===== src/logic/pmi_pkg.sv =====
package pmi_pkg;

  // Register byte offsets on the APB slave
  localparam logic [7:0] REG_SEL_TO_STROBE  = 8'h00;
  localparam logic [7:0] REG_STROBE_WIDTH   = 8'h04;
  localparam logic [7:0] REG_STROBE_TO_DSEL = 8'h08;
  localparam logic [7:0] REG_READ_ACCESS    = 8'h0C;
  localparam logic [7:0] REG_STATUS         = 8'h10;
  localparam logic [7:0] REG_BOOT_WORD      = 8'h14;

  // Status field positions
  localparam int STAT_BUSY_BIT  = 0;
  localparam int STAT_BOOT_BIT  = 1;
  localparam int STAT_ERROR_BIT = 2;

  // Wait-state limits and reset defaults, sized for a 120 ns part
  localparam int           WAIT_W            = 5;
  localparam logic [4:0]   MAX_WAITS         = 5'h13;
  localparam logic [4:0]   DEF_SEL_TO_STROBE = 5'h02;
  localparam logic [4:0]   DEF_STROBE_WIDTH  = 5'h0B;
  localparam logic [4:0]   DEF_STROBE_TO_DSL = 5'h02;
  localparam logic [4:0]   DEF_READ_ACCESS   = 5'h13;

  // Flash windows: 16 MB each, selected by the top address byte
  localparam int           FLASH_AW          = 24;
  localparam int           DATA_W            = 16;
  localparam logic [7:0]   WINDOW_FIRST      = 8'hF8;
  localparam logic [7:0]   WINDOW_BOOT       = 8'hF9;
  localparam logic [7:0]   WINDOW_THIRD      = 8'hFA;
  localparam logic [31:0]  BOOT_ADDR         = 32'hF900_0000;

  // Select index codes
  localparam logic [1:0]   SEL_FIRST         = 2'h0;
  localparam logic [1:0]   SEL_BOOT          = 2'h1;
  localparam logic [1:0]   SEL_THIRD         = 2'h2;
  localparam logic [1:0]   SEL_NONE          = 2'h3;

  // Cycle sequencer states, Gray along write and read paths
  typedef enum logic [2:0] {
    ST_IDLE   = 3'h0,
    ST_SETUP  = 3'h1,
    ST_STROBE = 3'h3,
    ST_HOLD   = 3'h2,
    ST_ACCESS = 3'h4
  } pmi_state_type;

  // Memory request carried from the user port
  typedef struct packed {
    logic        write;
    logic [31:0] addr;
    logic [15:0] wdata;
  } pmi_req_type;

  // Clamp a software value to the supported wait-state range
  function automatic logic [4:0] pmiClampWaits(input logic [31:0] value);
    if (value > 32'(MAX_WAITS)) begin
      return MAX_WAITS;
    end
    return value[4:0];
  endfunction

  // Decode the top address byte to a select index
  function automatic logic [1:0] pmiDecodeSelect(input logic [31:0] addr);
    case (addr[31:24])
      WINDOW_FIRST: return SEL_FIRST;
      WINDOW_BOOT:  return SEL_BOOT;
      WINDOW_THIRD: return SEL_THIRD;
      default:      return SEL_NONE;
    endcase
  endfunction

endpackage


===== src/logic/pmi_wait_counter.sv =====
`timescale 1ns/1ps
module pmi_wait_counter
  import pmi_pkg::*;
(
  input  wire logic              clk,       // System clock
  input  wire logic              rst_n,     // Synchronous reset, active low
  input  wire logic              load,      // Start a new phase
  input  wire logic [WAIT_W-1:0] loadValue, // Phase length in cycles
  output logic                   done       // Last cycle of the phase
);

  logic [WAIT_W-1:0] countReg;

  // A zero count still yields one cycle so a phase never vanishes
  always_ff @(posedge clk) begin
    if (!rst_n) begin
      countReg <= '0;
    end else if (load) begin
      countReg <= loadValue;
    end else if (countReg != '0) begin
      countReg <= countReg - WAIT_W'(1);
    end
  end

  assign done = (countReg <= WAIT_W'(1));

endmodule


===== src/logic/pmi_flash_if.sv =====
// Register access over APB and the register addresses were decided locally.
`timescale 1ns/1ps
// Function
// RULE1: three active-low selects, 16 MB each
// RULE2: middle select reserved for boot flash
// RULE3: per-parameter waits, capped at nineteen
// RULE4: select-to-strobe lasts programmed waits, default 2
// RULE5: strobe width lasts programmed waits, default 11
// RULE6: strobe-to-deselect hold lasts programmed waits, default 2
// RULE7: read data captured after access waits, default 19
// RULE8: software sizes access from largest access time
// RULE9: boot fetch at 0xF9000000 after reset
// RULE10: reset waits suit a 120 ns flash
// RULE11: select, strobe, release strobe, release select
module pmi_flash_if
  import pmi_pkg::*;
(
  input  wire logic              clk,                // System clock, 20 MHz
  input  wire logic              rst_n,              // Synchronous reset, active low
  input  wire logic              psel,               // APB select
  input  wire logic              penable,            // APB access phase
  input  wire logic              pwrite,             // APB write
  input  wire logic [7:0]        paddr,              // APB byte address
  input  wire logic [31:0]       pwdata,             // APB write data
  output logic [31:0]            prdata,             // APB read data
  output logic                   pready,             // APB ready
  output logic                   pslverr,            // APB error on unmapped address
  input  wire logic              reqValid,           // Memory request valid
  output logic                   reqReady,           // Memory request taken
  input  wire pmi_req_type       req,                // Write flag, address, write data
  output logic                   rspValid,           // One-cycle completion pulse
  output logic                   rspError,           // Address outside every window
  output logic [DATA_W-1:0]      rspData,            // Captured read data
  output logic                   progMemSelectFirstN, // Select of first flash
  output logic                   bootFlashSelectN,   // Select of boot flash
  output logic                   progMemSelectThirdN, // Select of third flash
  output logic                   flashWriteStrobeN,  // Write strobe
  output logic                   flashOutEnableN,    // Flash output enable for reads
  output logic [FLASH_AW-1:0]    flashAddr,          // Flash byte address
  output logic [DATA_W-1:0]      flashDataOut,       // Data driven to flash
  output logic                   flashDataOe,        // High while driving data
  input  wire logic [DATA_W-1:0] flashDataIn         // Data from flash
);

  logic [WAIT_W-1:0] selectToStrobeWaitsReg;
  logic [WAIT_W-1:0] strobeWidthWaitsReg;
  logic [WAIT_W-1:0] strobeToDeselectWaitsReg;
  logic [WAIT_W-1:0] readAccessWaitsReg;
  pmi_state_type     stateReg;
  pmi_state_type     stateNext;
  logic [1:0]        curSelReg;
  logic [1:0]        curSelNext;
  logic [2:0]        selectNReg;
  logic [2:0]        selectNNext;
  logic              bootPendingReg;
  logic              bootDoneReg;
  logic              errorReg;
  logic [DATA_W-1:0] bootWordReg;
  logic              phaseDone;
  logic              phaseLoad;
  logic [WAIT_W-1:0] phaseValue;
  logic              startCycle;
  pmi_req_type       curReq;
  logic [1:0]        reqSel;
  logic              apbWrite;

  assign curReq     = bootPendingReg ? pmi_req_type'{write: 1'b0, addr: BOOT_ADDR, wdata: '0} : req;
  assign reqSel     = pmiDecodeSelect(curReq.addr);
  assign reqReady   = (stateReg == ST_IDLE) && !bootPendingReg;
  assign startCycle = (stateReg == ST_IDLE) && (bootPendingReg || reqValid);
  assign apbWrite   = psel && penable && pwrite;
  assign pready     = 1'b1; // Registers answer without wait states

  // Wait-state registers; oversize writes clamp at the ceiling
  always_ff @(posedge clk) begin
    if (!rst_n) begin
      selectToStrobeWaitsReg   <= DEF_SEL_TO_STROBE;  // see RULE4 RULE10
      strobeWidthWaitsReg      <= DEF_STROBE_WIDTH;   // see RULE5 RULE10
      strobeToDeselectWaitsReg <= DEF_STROBE_TO_DSL;  // see RULE6 RULE10
      readAccessWaitsReg       <= DEF_READ_ACCESS;    // see RULE7 RULE10
    end else if (apbWrite) begin
      case (paddr)
        REG_SEL_TO_STROBE:  selectToStrobeWaitsReg   <= pmiClampWaits(pwdata); // see RULE3
        REG_STROBE_WIDTH:   strobeWidthWaitsReg      <= pmiClampWaits(pwdata); // see RULE3
        REG_STROBE_TO_DSEL: strobeToDeselectWaitsReg <= pmiClampWaits(pwdata); // see RULE3
        REG_READ_ACCESS:    readAccessWaitsReg       <= pmiClampWaits(pwdata); // see RULE3 RULE8
        default: ;
      endcase
    end
  end

  // Read data and error are registered in the setup phase
  always_ff @(posedge clk) begin
    if (!rst_n) begin
      prdata  <= '0;
      pslverr <= 1'b0;
    end else if (psel && !penable) begin
      pslverr <= 1'b0;
      case (paddr)
        REG_SEL_TO_STROBE:  prdata <= 32'(selectToStrobeWaitsReg);
        REG_STROBE_WIDTH:   prdata <= 32'(strobeWidthWaitsReg);
        REG_STROBE_TO_DSEL: prdata <= 32'(strobeToDeselectWaitsReg);
        REG_READ_ACCESS:    prdata <= 32'(readAccessWaitsReg);
        REG_STATUS: begin
          prdata                 <= '0;
          prdata[STAT_BUSY_BIT]  <= (stateReg != ST_IDLE);
          prdata[STAT_BOOT_BIT]  <= bootDoneReg;
          prdata[STAT_ERROR_BIT] <= errorReg;
        end
        REG_BOOT_WORD:      prdata <= 32'(bootWordReg);
        default: begin
          prdata  <= '0;
          pslverr <= 1'b1;
        end
      endcase
    end
  end

  // Next state and phase loads; each phase lasts its programmed count, one cycle when the count is zero
  always_comb begin
    stateNext  = stateReg;
    curSelNext = curSelReg;
    phaseLoad  = 1'b0;
    phaseValue = '0;
    case (stateReg)
      ST_IDLE: begin
        if (startCycle && reqSel != SEL_NONE) begin
          curSelNext = reqSel;
          phaseLoad  = 1'b1;
          if (curReq.write) begin
            stateNext  = ST_SETUP;
            phaseValue = selectToStrobeWaitsReg; // see RULE4
          end else begin
            stateNext  = ST_ACCESS;
            phaseValue = readAccessWaitsReg;     // see RULE7
          end
        end
      end
      ST_SETUP: begin
        if (phaseDone) begin
          stateNext  = ST_STROBE;                // see RULE11
          phaseLoad  = 1'b1;
          phaseValue = strobeWidthWaitsReg;      // see RULE5
        end
      end
      ST_STROBE: begin
        if (phaseDone) begin
          stateNext  = ST_HOLD;                  // see RULE11
          phaseLoad  = 1'b1;
          phaseValue = strobeToDeselectWaitsReg; // see RULE6
        end
      end
      ST_HOLD: begin
        if (phaseDone) begin
          stateNext  = ST_IDLE;
          curSelNext = SEL_NONE;
        end
      end
      ST_ACCESS: begin
        if (phaseDone) begin
          stateNext  = ST_IDLE;
          curSelNext = SEL_NONE;
        end
      end
      default: begin
        stateNext  = ST_IDLE;
        curSelNext = SEL_NONE;
      end
    endcase
  end

  // Only the current select can be low, so two parts never fight
  always_comb begin
    selectNNext = 3'h7;
    if (stateNext != ST_IDLE && curSelNext != SEL_NONE) begin
      selectNNext[curSelNext] = 1'b0; // see RULE1 RULE2 RULE11
    end
  end

  pmi_wait_counter u_phase (
    .clk       (clk),
    .rst_n     (rst_n),
    .load      (phaseLoad),
    .loadValue (phaseValue),
    .done      (phaseDone)
  );

  // Sequencer and registered pin drive
  always_ff @(posedge clk) begin
    if (!rst_n) begin
      stateReg          <= ST_IDLE;
      curSelReg         <= SEL_NONE;
      selectNReg        <= 3'h7;
      flashWriteStrobeN <= 1'b1;
      flashOutEnableN   <= 1'b1;
      flashDataOe       <= 1'b0;
    end else begin
      stateReg          <= stateNext;
      curSelReg         <= curSelNext;
      selectNReg        <= selectNNext;
      flashWriteStrobeN <= (stateNext != ST_STROBE); // see RULE11
      flashOutEnableN   <= (stateNext != ST_ACCESS);
      flashDataOe       <= (stateNext == ST_SETUP) || (stateNext == ST_STROBE) || (stateNext == ST_HOLD);
    end
  end

  assign progMemSelectFirstN = selectNReg[SEL_FIRST];
  assign bootFlashSelectN    = selectNReg[SEL_BOOT];  // see RULE2
  assign progMemSelectThirdN = selectNReg[SEL_THIRD];

  // Address and data latch when a cycle starts
  always_ff @(posedge clk) begin
    if (!rst_n) begin
      flashAddr    <= '0;
      flashDataOut <= '0;
    end else if (startCycle) begin
      flashAddr    <= curReq.addr[FLASH_AW-1:0];
      flashDataOut <= curReq.wdata;
    end
  end

  // Completion, read capture at the end of the access phase, boot fetch
  always_ff @(posedge clk) begin
    if (!rst_n) begin
      rspValid       <= 1'b0;
      rspError       <= 1'b0;
      rspData        <= '0;
      bootPendingReg <= 1'b1; // see RULE9
      bootDoneReg    <= 1'b0;
      bootWordReg    <= '0;
      errorReg       <= 1'b0;
    end else begin
      rspValid <= 1'b0;
      if (startCycle && reqSel == SEL_NONE && !bootPendingReg) begin
        rspValid <= 1'b1;
        rspError <= 1'b1;
        errorReg <= 1'b1;
      end else if (stateReg == ST_ACCESS && phaseDone) begin
        if (bootPendingReg) begin
          bootPendingReg <= 1'b0;
          bootDoneReg    <= 1'b1;
          bootWordReg    <= flashDataIn; // see RULE9
        end else begin
          rspValid <= 1'b1;
          rspError <= 1'b0;
          rspData  <= flashDataIn;       // see RULE7
        end
      end else if (stateReg == ST_HOLD && phaseDone) begin
        rspValid <= 1'b1;
        rspError <= 1'b0;
      end
    end
  end

  // Helper counters watched only by the checks below
  logic [7:0] selLowCnt;
  logic [7:0] strobeLowCnt;
  logic [7:0] holdCnt;
  always_ff @(posedge clk) begin
    if (!rst_n) begin
      selLowCnt    <= '0;
      strobeLowCnt <= '0;
      holdCnt      <= '0;
    end else begin
      selLowCnt    <= (&selectNReg) ? 8'h00 : selLowCnt + 8'h01;
      strobeLowCnt <= flashWriteStrobeN ? 8'h00 : strobeLowCnt + 8'h01;
      holdCnt      <= (stateReg == ST_HOLD) ? holdCnt + 8'h01 : 8'h00;
    end
  end
endmodule


===== config.mk =====
export PLATFORM = sky130hd
export DESIGN_NAME = pmi_flash_if
export DESIGN_NICKNAME = d
export VERILOG_FILES = /design/src/logic/pmi_pkg.sv /design/src/logic/pmi_wait_counter.sv /design/src/logic/pmi_flash_if.sv
export SDC_FILE = /design/constraint.sdc
export NUM_CORES = 1
export LEC_CHECK = 0
export ABC_AREA = 1
export BUFFER_PORTS_ARGS = -buffer_cell sky130_fd_sc_hd__buf_4
export CAP_MARGIN = 5
export CORE_MARGIN = 1
export CORE_UTILIZATION = 50
export CTS_CLUSTER_DIAMETER = 40
export DETAILED_ROUTE_END_ITERATION = 8
export PLACE_DENSITY = 0.84
export SLEW_MARGIN = 10
export SYNTH_ARGS = -nofsm -noshare
export SYNTH_HDL_FRONTEND = slang
export SYNTH_SLANG_ARGS = --single-unit

===== constraint.sdc =====
create_clock -name clk -period 1.55 [get_ports clk]
set_input_delay 0.0775 -clock clk [delete_from_list [all_inputs] [get_ports clk]]
set_output_delay 0.0775 -clock clk [all_outputs]
set_load 0.005 [all_outputs]

# Word-level counts from Yosys, hierarchy flattened
# Cells that the tools add are included.
dict set report classes {
  bitwise 3
  n_addsub 1
  n_lt_le_gt_ge 4
  reduce_logical 36
  muxes 51
  eq_ne 21
}
# operator count
set ops {}
lappend ops {{$pmux W16 S6} 1}
lappend ops {{$mux W5} 11}
lappend ops {{$mux W49} 1}
lappend ops {{$gt A32 B5 Y1 const B} 1}
lappend ops {{$mux W1} 25}
lappend ops {{$eq A8 B8 Y1 const B} 3}
lappend ops {{$eq A8 B4 Y1 const B} 2}
lappend ops {{$eq A8 B5 Y1 const B} 2}
lappend ops {{$mux W3} 5}
lappend ops {{$pmux W5 S3} 1}
lappend ops {{$reduce_and A2 Y1} 7}
lappend ops {{$eq A3 B2 Y1 const B} 4}
lappend ops {{$logic_and A1 B1 Y1} 12}
lappend ops {{$pmux W2 S3} 2}
lappend ops {{$pmux W3 S4} 1}
lappend ops {{$reduce_bool A3 Y1} 3}
lappend ops {{$eq A8 B3 Y1 const B} 1}
lappend ops {{$logic_not A8 Y1} 1}
lappend ops {{$eq A3 B1 Y1 const B} 2}
lappend ops {{$ne A3 B3 Y1 const B} 2}
lappend ops {{$reduce_and A3 Y1} 2}
lappend ops {{$reduce_or A6 Y1} 1}
lappend ops {{$le A5 B1 Y1 const B} 1}
lappend ops {{$reduce_bool A5 Y1} 1}
lappend ops {{other kinds (17)} 24}
dict set report word_totals {
  input_bits 111
  ff_bits 146
  output_inout_bits 99
}

# Depth between registers and ports, before layout
dict set report depth {
  depth_word 12
  mapped_depth 12
}

# Cells and area by module
# A second synthesis with hierarchy kept.
dict set report hier_totals {
  cells_unflattened 773
  hier_area_um2 5731.7
}
# module area_each_um2 cells_per_inst n_inst
set by_module_without_submodules {}
lappend by_module_without_submodules {pmi_flash_if 5390.2 723 1}
lappend by_module_without_submodules {pmi_wait_counter 341.6 50 1}

# Worst setup path after synthesis
# No wires, ideal clock.
dict set report synth_timing {
  path_type {register -> register}
  from {register u_phase.countReg[1]}
  to {register selectNReg[0]}
  stages_incl_launch_ff 13
  setup_time_ns 0.114
  setup_slack_ns 0.118
  arrival_ns 1.318
  path_cell_list {dfxtp_1 inv_1 ha_1 inv_1 nand2_1 nand2_4 inv_2 nand2_1 nand2_1 a21oi_2 nand3_2 nor2_2 nand2_1}
}
dict set report synth_between {
  elab_chain_len 8
  elab_cells_between_ends 17
  classes_between {order compare (3); eq/ne (1); mux (8); bitwise (1); reduce/logical (4)}
}
# item line_no
set synth_lines {}
lappend synth_lines {{start: declaration} pmi_wait_counter.sv:12} ;# logic [WAIT_W-1:0] countReg;
lappend synth_lines {{start signal: assignment} pmi_wait_counter.sv:19} ;# countReg <= loadValue;
lappend synth_lines {{start signal: assignment} pmi_wait_counter.sv:21} ;# countReg <= countReg - WAIT_W'(1);
lappend synth_lines {{$le A5 B1 Y1 (*)} pmi_wait_counter.sv:25} ;# assign done = (countReg <= WAIT_W'(1));
lappend synth_lines {{$mux W2} {pmi_flash_if.sv:154, pmi_flash_if.sv:160}}
lappend synth_lines {{$pmux W2 S3} pmi_flash_if.sv:125} ;# case (stateReg)
lappend synth_lines {{$lt A2 B3 Y1 (not written as such) or $ge A2 B1 Y1 (tied branches)} pmi_flash_if.sv:176} ;# selectNNext[curSelNext] = 1'b0;
lappend synth_lines {{$logic_and A1 B1 Y1 (not written as such)} pmi_flash_if.sv:176}
lappend synth_lines {{$mux W1 (not written as such)} pmi_flash_if.sv:176}
lappend synth_lines {{$demux W1 S2} pmi_flash_if.sv:176}
lappend synth_lines {{$not A3 Y3 (no source line)} --}
lappend synth_lines {{end signal: assignment} pmi_flash_if.sv:200} ;# selectNReg <= selectNNext;
lappend synth_lines {{end: declaration} pmi_flash_if.sv:53} ;# logic [2:0] selectNReg;
# Every way passes the cells marked *; elsewhere a longest branch is shown, timed or not.
# A chain may end at the register's enable or synchronous reset.

# Worst setup path after layout
dict set report layout_timing {
  from {register bootPendingReg}
  to {register flashAddr[19]}
}
dict set report layout_between {
  elab_chain_len 2
  elab_cells_between_ends 3
  classes_between {mux (1); reduce/logical (2)}
}
# item line_no
set layout_lines {}
lappend layout_lines {{start: declaration} pmi_flash_if.sv:55} ;# logic bootPendingReg;
lappend layout_lines {{start signal: assignment} pmi_flash_if.sv:228} ;# bootPendingReg <= 1'b1;
lappend layout_lines {{start signal: assignment} pmi_flash_if.sv:240} ;# bootPendingReg <= 1'b0;
lappend layout_lines {{$logic_or A1 B1 Y1} pmi_flash_if.sv:70} ;# assign startCycle = (stateReg == ST_IDLE) && (bootPendingReg || reqValid);
lappend layout_lines {{$logic_and A1 B1 Y1} pmi_flash_if.sv:70}
lappend layout_lines {{end signal: assignment} pmi_flash_if.sv:217} ;# flashAddr <= curReq.addr[FLASH_AW-1:0];
lappend layout_lines {{end: declaration} pmi_flash_if.sv:39} ;# output logic [FLASH_AW-1:0] flashAddr,
# Parallel ways exist; a longest one is shown, timed or not.

==> results by group <==
Floorplan
  – Die height: approximately 110 um
  – Core footprint: between 10000 and 15000 um^2
  – FP Rows: 39
  – Die Wd: about 110 um
  – # IOs: 210
  – Die ar.: 12160 um^2
  – Initial Utilization: 51.34%

Worst setup path
  – Critical path class: reg2reg
  – R2R Path Start: bootPendingReg
  – CP Data Arrival Time: 2.02 ns
  – CP Max Fanout: 40
  – CP peak stage delay: 0.34 ns
  – Worst Reg-to-Reg Cells: 7
  – Critical Path, Cell by Cell: buf_6 > nor2_4 > nor2_8 > inv_1 > buf_12 > nand2_1 > a21oi_1
  – Worst path slowest cell: dfxtp_2
  – Crit path required time: 1.84 ns
  – R2R setup slack: -0.18 ns
  – R2R Path End: flashAddr[19]
  – CP endpoint kind: register
  – Critical path launch point type: register

Clocking
  – Clk Latency, worst-skew pair: 0.42 ns
  – # clock sinks: 130
  – Max Root-Sink Buffers: 2
  – Clock transition at path regs: approximately 0.06 ns
  – CTS tree: done
  – Clk root buf: clkbuf_16
  – CTS buffer count: 17
  – # H-tree levels: 4

Yosys
  – Compound-Gate Fraction of Synth Area: 16.18%
  – XOR/XNOR Fraction of Synth Area: less than 1%
  – Post-synth EDFFs: 0
  – Synthesized area: 5862 um^2
  – Sequential cell area fraction in the yosys report: 44.40%
  – Cells after Synth: between 700 and 800
  – FFs w/ async S/R, synth: 0%
  – Post-synthesis mux area share: 0%
  – Synthesis warning total: 0
  – Syn_area_per_cell: between 7 and 8 um^2
  – Post-Synth Simple-Gate Area: 27.92%
  – Adder-cell share of the synthesized area: 0.4269%
  – Main combinational cell family by area after synthesis: simple AND/OR/NAND/NOR gates
  – Yosys cell types: 39
  – Top_reg_cell synth: dfxtp_1
  – Register bit count reported by yosys: 130

Global routing
  – Total GRT Usage: a little over 30%
  – Total gr overflow: 0
  – Largest net degree at the start of global routing: 48
  – First-pass GRT wire length: 28.77 mm
  – Number of global-route vias before repair: 6228
  – Initial antenna violation count: 0

STA
  – Worst rel slew slack: 54.20%
  – Setup TNS Final: -0.1939 ns
  – Endpoints failing setup: 3
  – Final Max Slew Viols: 0
  – Final Cycle Share: 111.3%
  – Worst clock skew: 0.01004 ns
  – Final hold violation count: 0
  – Actual slew at the worst max-slew pin: 0.6860 ns
  – Final WS setup: -0.1750 ns
  – RSZ-0062 raised after global routing: true
  – Max Freq: 579.7 MHz
  – WHS: roughly 0.026 ns
  – Period minus WS final: between 1.5 and 2 ns

Worst hold path
  – Hold Crit Depth: 3
  – Hold path endpoint: strobeWidthWaitsReg[2]
  – Hold Path Class: in2reg
  – Min-delay src: pwdata[2]

Power and ir drop
  – Tot Pwr: between 10000 and 15000 uW
  – Internal power: 7780 uW
  – Comb pwr share: 34.8%
  – Net Sw Frac: 35.45%
  – Share of power burned in registers: 33.3%
  – Clock power frac: 31.9%
  – Worst VDD drop: 0.001140 V
  – Leak Pwr: 0.003820 uW
  – Psw: 4274 uW
  – PwrDens: 1376 nW/um^2

Finish
  – Reg area: 2609 um^2
  – Commonest cells after routing, fill and taps aside: 213 x buf_4, 155 x nand2_1, 125 x dfxtp_1
  – Layout cells sized above 1: 31.30%
  – Area growth syn-to-layout: 49.43%
  – Multi-input logic area: 2850 um^2
  – Most common cell after layout, fill and taps aside: buf_4
  – Fin nets: 1152
  – Inserted Diodes: 0
  – Util after Layout: 76.71%
  – Fillers: ~740

Route
  – DR WL/cell: 16.32 um
  – Vias/cell: 5.474
  – DRT iter0 DRCs: 646
  – TritonRoute pass-1 iters: 5
  – DR WL met2: ~9.7 mm
  – DRC violations left: 0
  – Wire length on met3: 1.543 mm
  – Highest metal used: met4
  – Routed WL: 19.48 mm
  – Antenna-violating nets left: 0
  – Via count: 6536
  – Wl on met1: 7.220 mm

Job
  – Max-Cap Viols: 0

Outcome
  – Status: finished with violations
  – Violated checks: negative setup slack

Placement
  – Pre-CTS setup slack: -0.01021 ns
  – Buffers on Ports: 192
  – Gp weighted congestion: 0.9108
  – HPWL after detailed placement: ~11 mm
-- Yosys cell counts, types with 3 or more instances --
cell type | n | share of area (%)
clkbuf_1 | 15 | 0.96
nor2_2 | 5 | 0.53
o21ai_1 | 6 | 0.51
a21oi_1 | 119 | 10
nand3_2 | 4 | 0.68
nand2_4 | 6 | 1.2
nor3_2 | 3 | 0.51
o21ai_0 | 48 | 4.1
nor2_8 | 3 | 1.0
nand3_1 | 95 | 8.1
dfxtp_1 | 130 | 44
buf_2 | 9 | 0.77
nand2_1 | 162 | 10
nor2_4 | 4 | 0.77
nand2_2 | 7 | 0.75
buf_4 | 22 | 2.8
buf_1 | 4 | 0.26
nor2_1 | 31 | 2.0
nand3b_1 | 3 | 0.38
a21oi_2 | 3 | 0.45
inv_1 | 60 | 3.8
inv_2 | 11 | 0.70
nor3_1 | 4 | 0.34
buf_6 | 6 | 1.2
-- state kept, by name (all words and copies together) (netlist names), 2 cells and up --
register,count
prdata,16
selectToStrobeWaitsReg,5
stateReg,3
bootWordReg,16
flashAddr,24
flashDataOut,16
strobeToDeselectWaitsReg,5
rspData,16
curSelReg,2
u_phase.countReg,5
strobeWidthWaitsReg,5
selectNReg,3
readAccessWaitsReg,5
-- cell families (layout without fill, tap and decap cells) --
| logic type | count (synthesis) | count (layout) |
|---|---|---|
| simple gates | 335 | 336 |
| compound gates | 184 | 184 |
| flops | 130 | 130 |
| buf+inv | 129 | 380 |
| fa+ha+maj | 2 | 2 |
| other cells | 2 | 17 |
| xor+xnor | 2 | 2 |
-- how the worst max path moves through the flow --
stage / startpoint / endpoint / slack, ns / cells past startpoint
after CTS: u_phase.countReg[1] / selectNReg[0] / 0.008 / 12
after global routing: bootPendingReg / flashAddr[19] / -0.25 / 7
final: bootPendingReg / flashAddr[19] / -0.18 / 7
after floorplan: u_phase.countReg[1] / selectNReg[0] / 0.12 / 12
after global placement: u_phase.countReg[1] / selectNReg[0] / 0.04 / 12
after detailed placement: u_phase.countReg[1] / selectNReg[0] / -0.01 / 12
-- through the flow --
step,std cells,cell area [um^2]
floorplan,799,5918
global placement,1100,7410
detailed placement,1100,7410
CTS,1190,8559
global route,1194,8760
finish,1194,8760
-- critical path, delay by kind of cell (launching register included) --
family                 cells  cell delay, ns
AND/OR/NAND/NOR            3            0.41
AO/OA/AOI/OAI              1            0.32
flip-flops                 1            0.34
buffers and inverters      3            0.52
-- power by group through the flow --
stage	Sequential [uW]	Clock [uW]	Combinational, uW
finish	4010	3850	4200
detailed placement	4020	0	3460
floorplan	4010	0	2400
CTS	3960	3830	3640
global route	4050	4020	4540
global placement	4010	0	3420
-- final cells by class --
| cell class | instances | share of cell area, % |
|---|---|---|
| clock inverter | 10 | 1.271 |
| clock buffer | 21 | 5.142 |
| multi-input combinational | 541 | 32.54 |
| sequential | 130 | 29.78 |
| timing repair buffer | 277 | 26.05 |
| inverter | 72 | 3.171 |
| tap | 143 | 2.043 |
-- routing by layer --
metal	up-vias	global-route usage, %
met5	-	0
li1	3063	-
met4	0	16.64
met2	355	52.71
met3	106	8.230
met1	3012	34.15
-- what timing repair did --
item / in CTS / in global routing
buffers inserted: 1 / 3
cloned: 0 / 1
hold buffers: 58 / 0
pin swaps: 2 / 6
setup endpoints to repair: 3 / 81
endpoints found under the hold margin: 73 / 0
resized for setup: 0 / 54
Note: power is estimated with default switching activity, not from simulation.
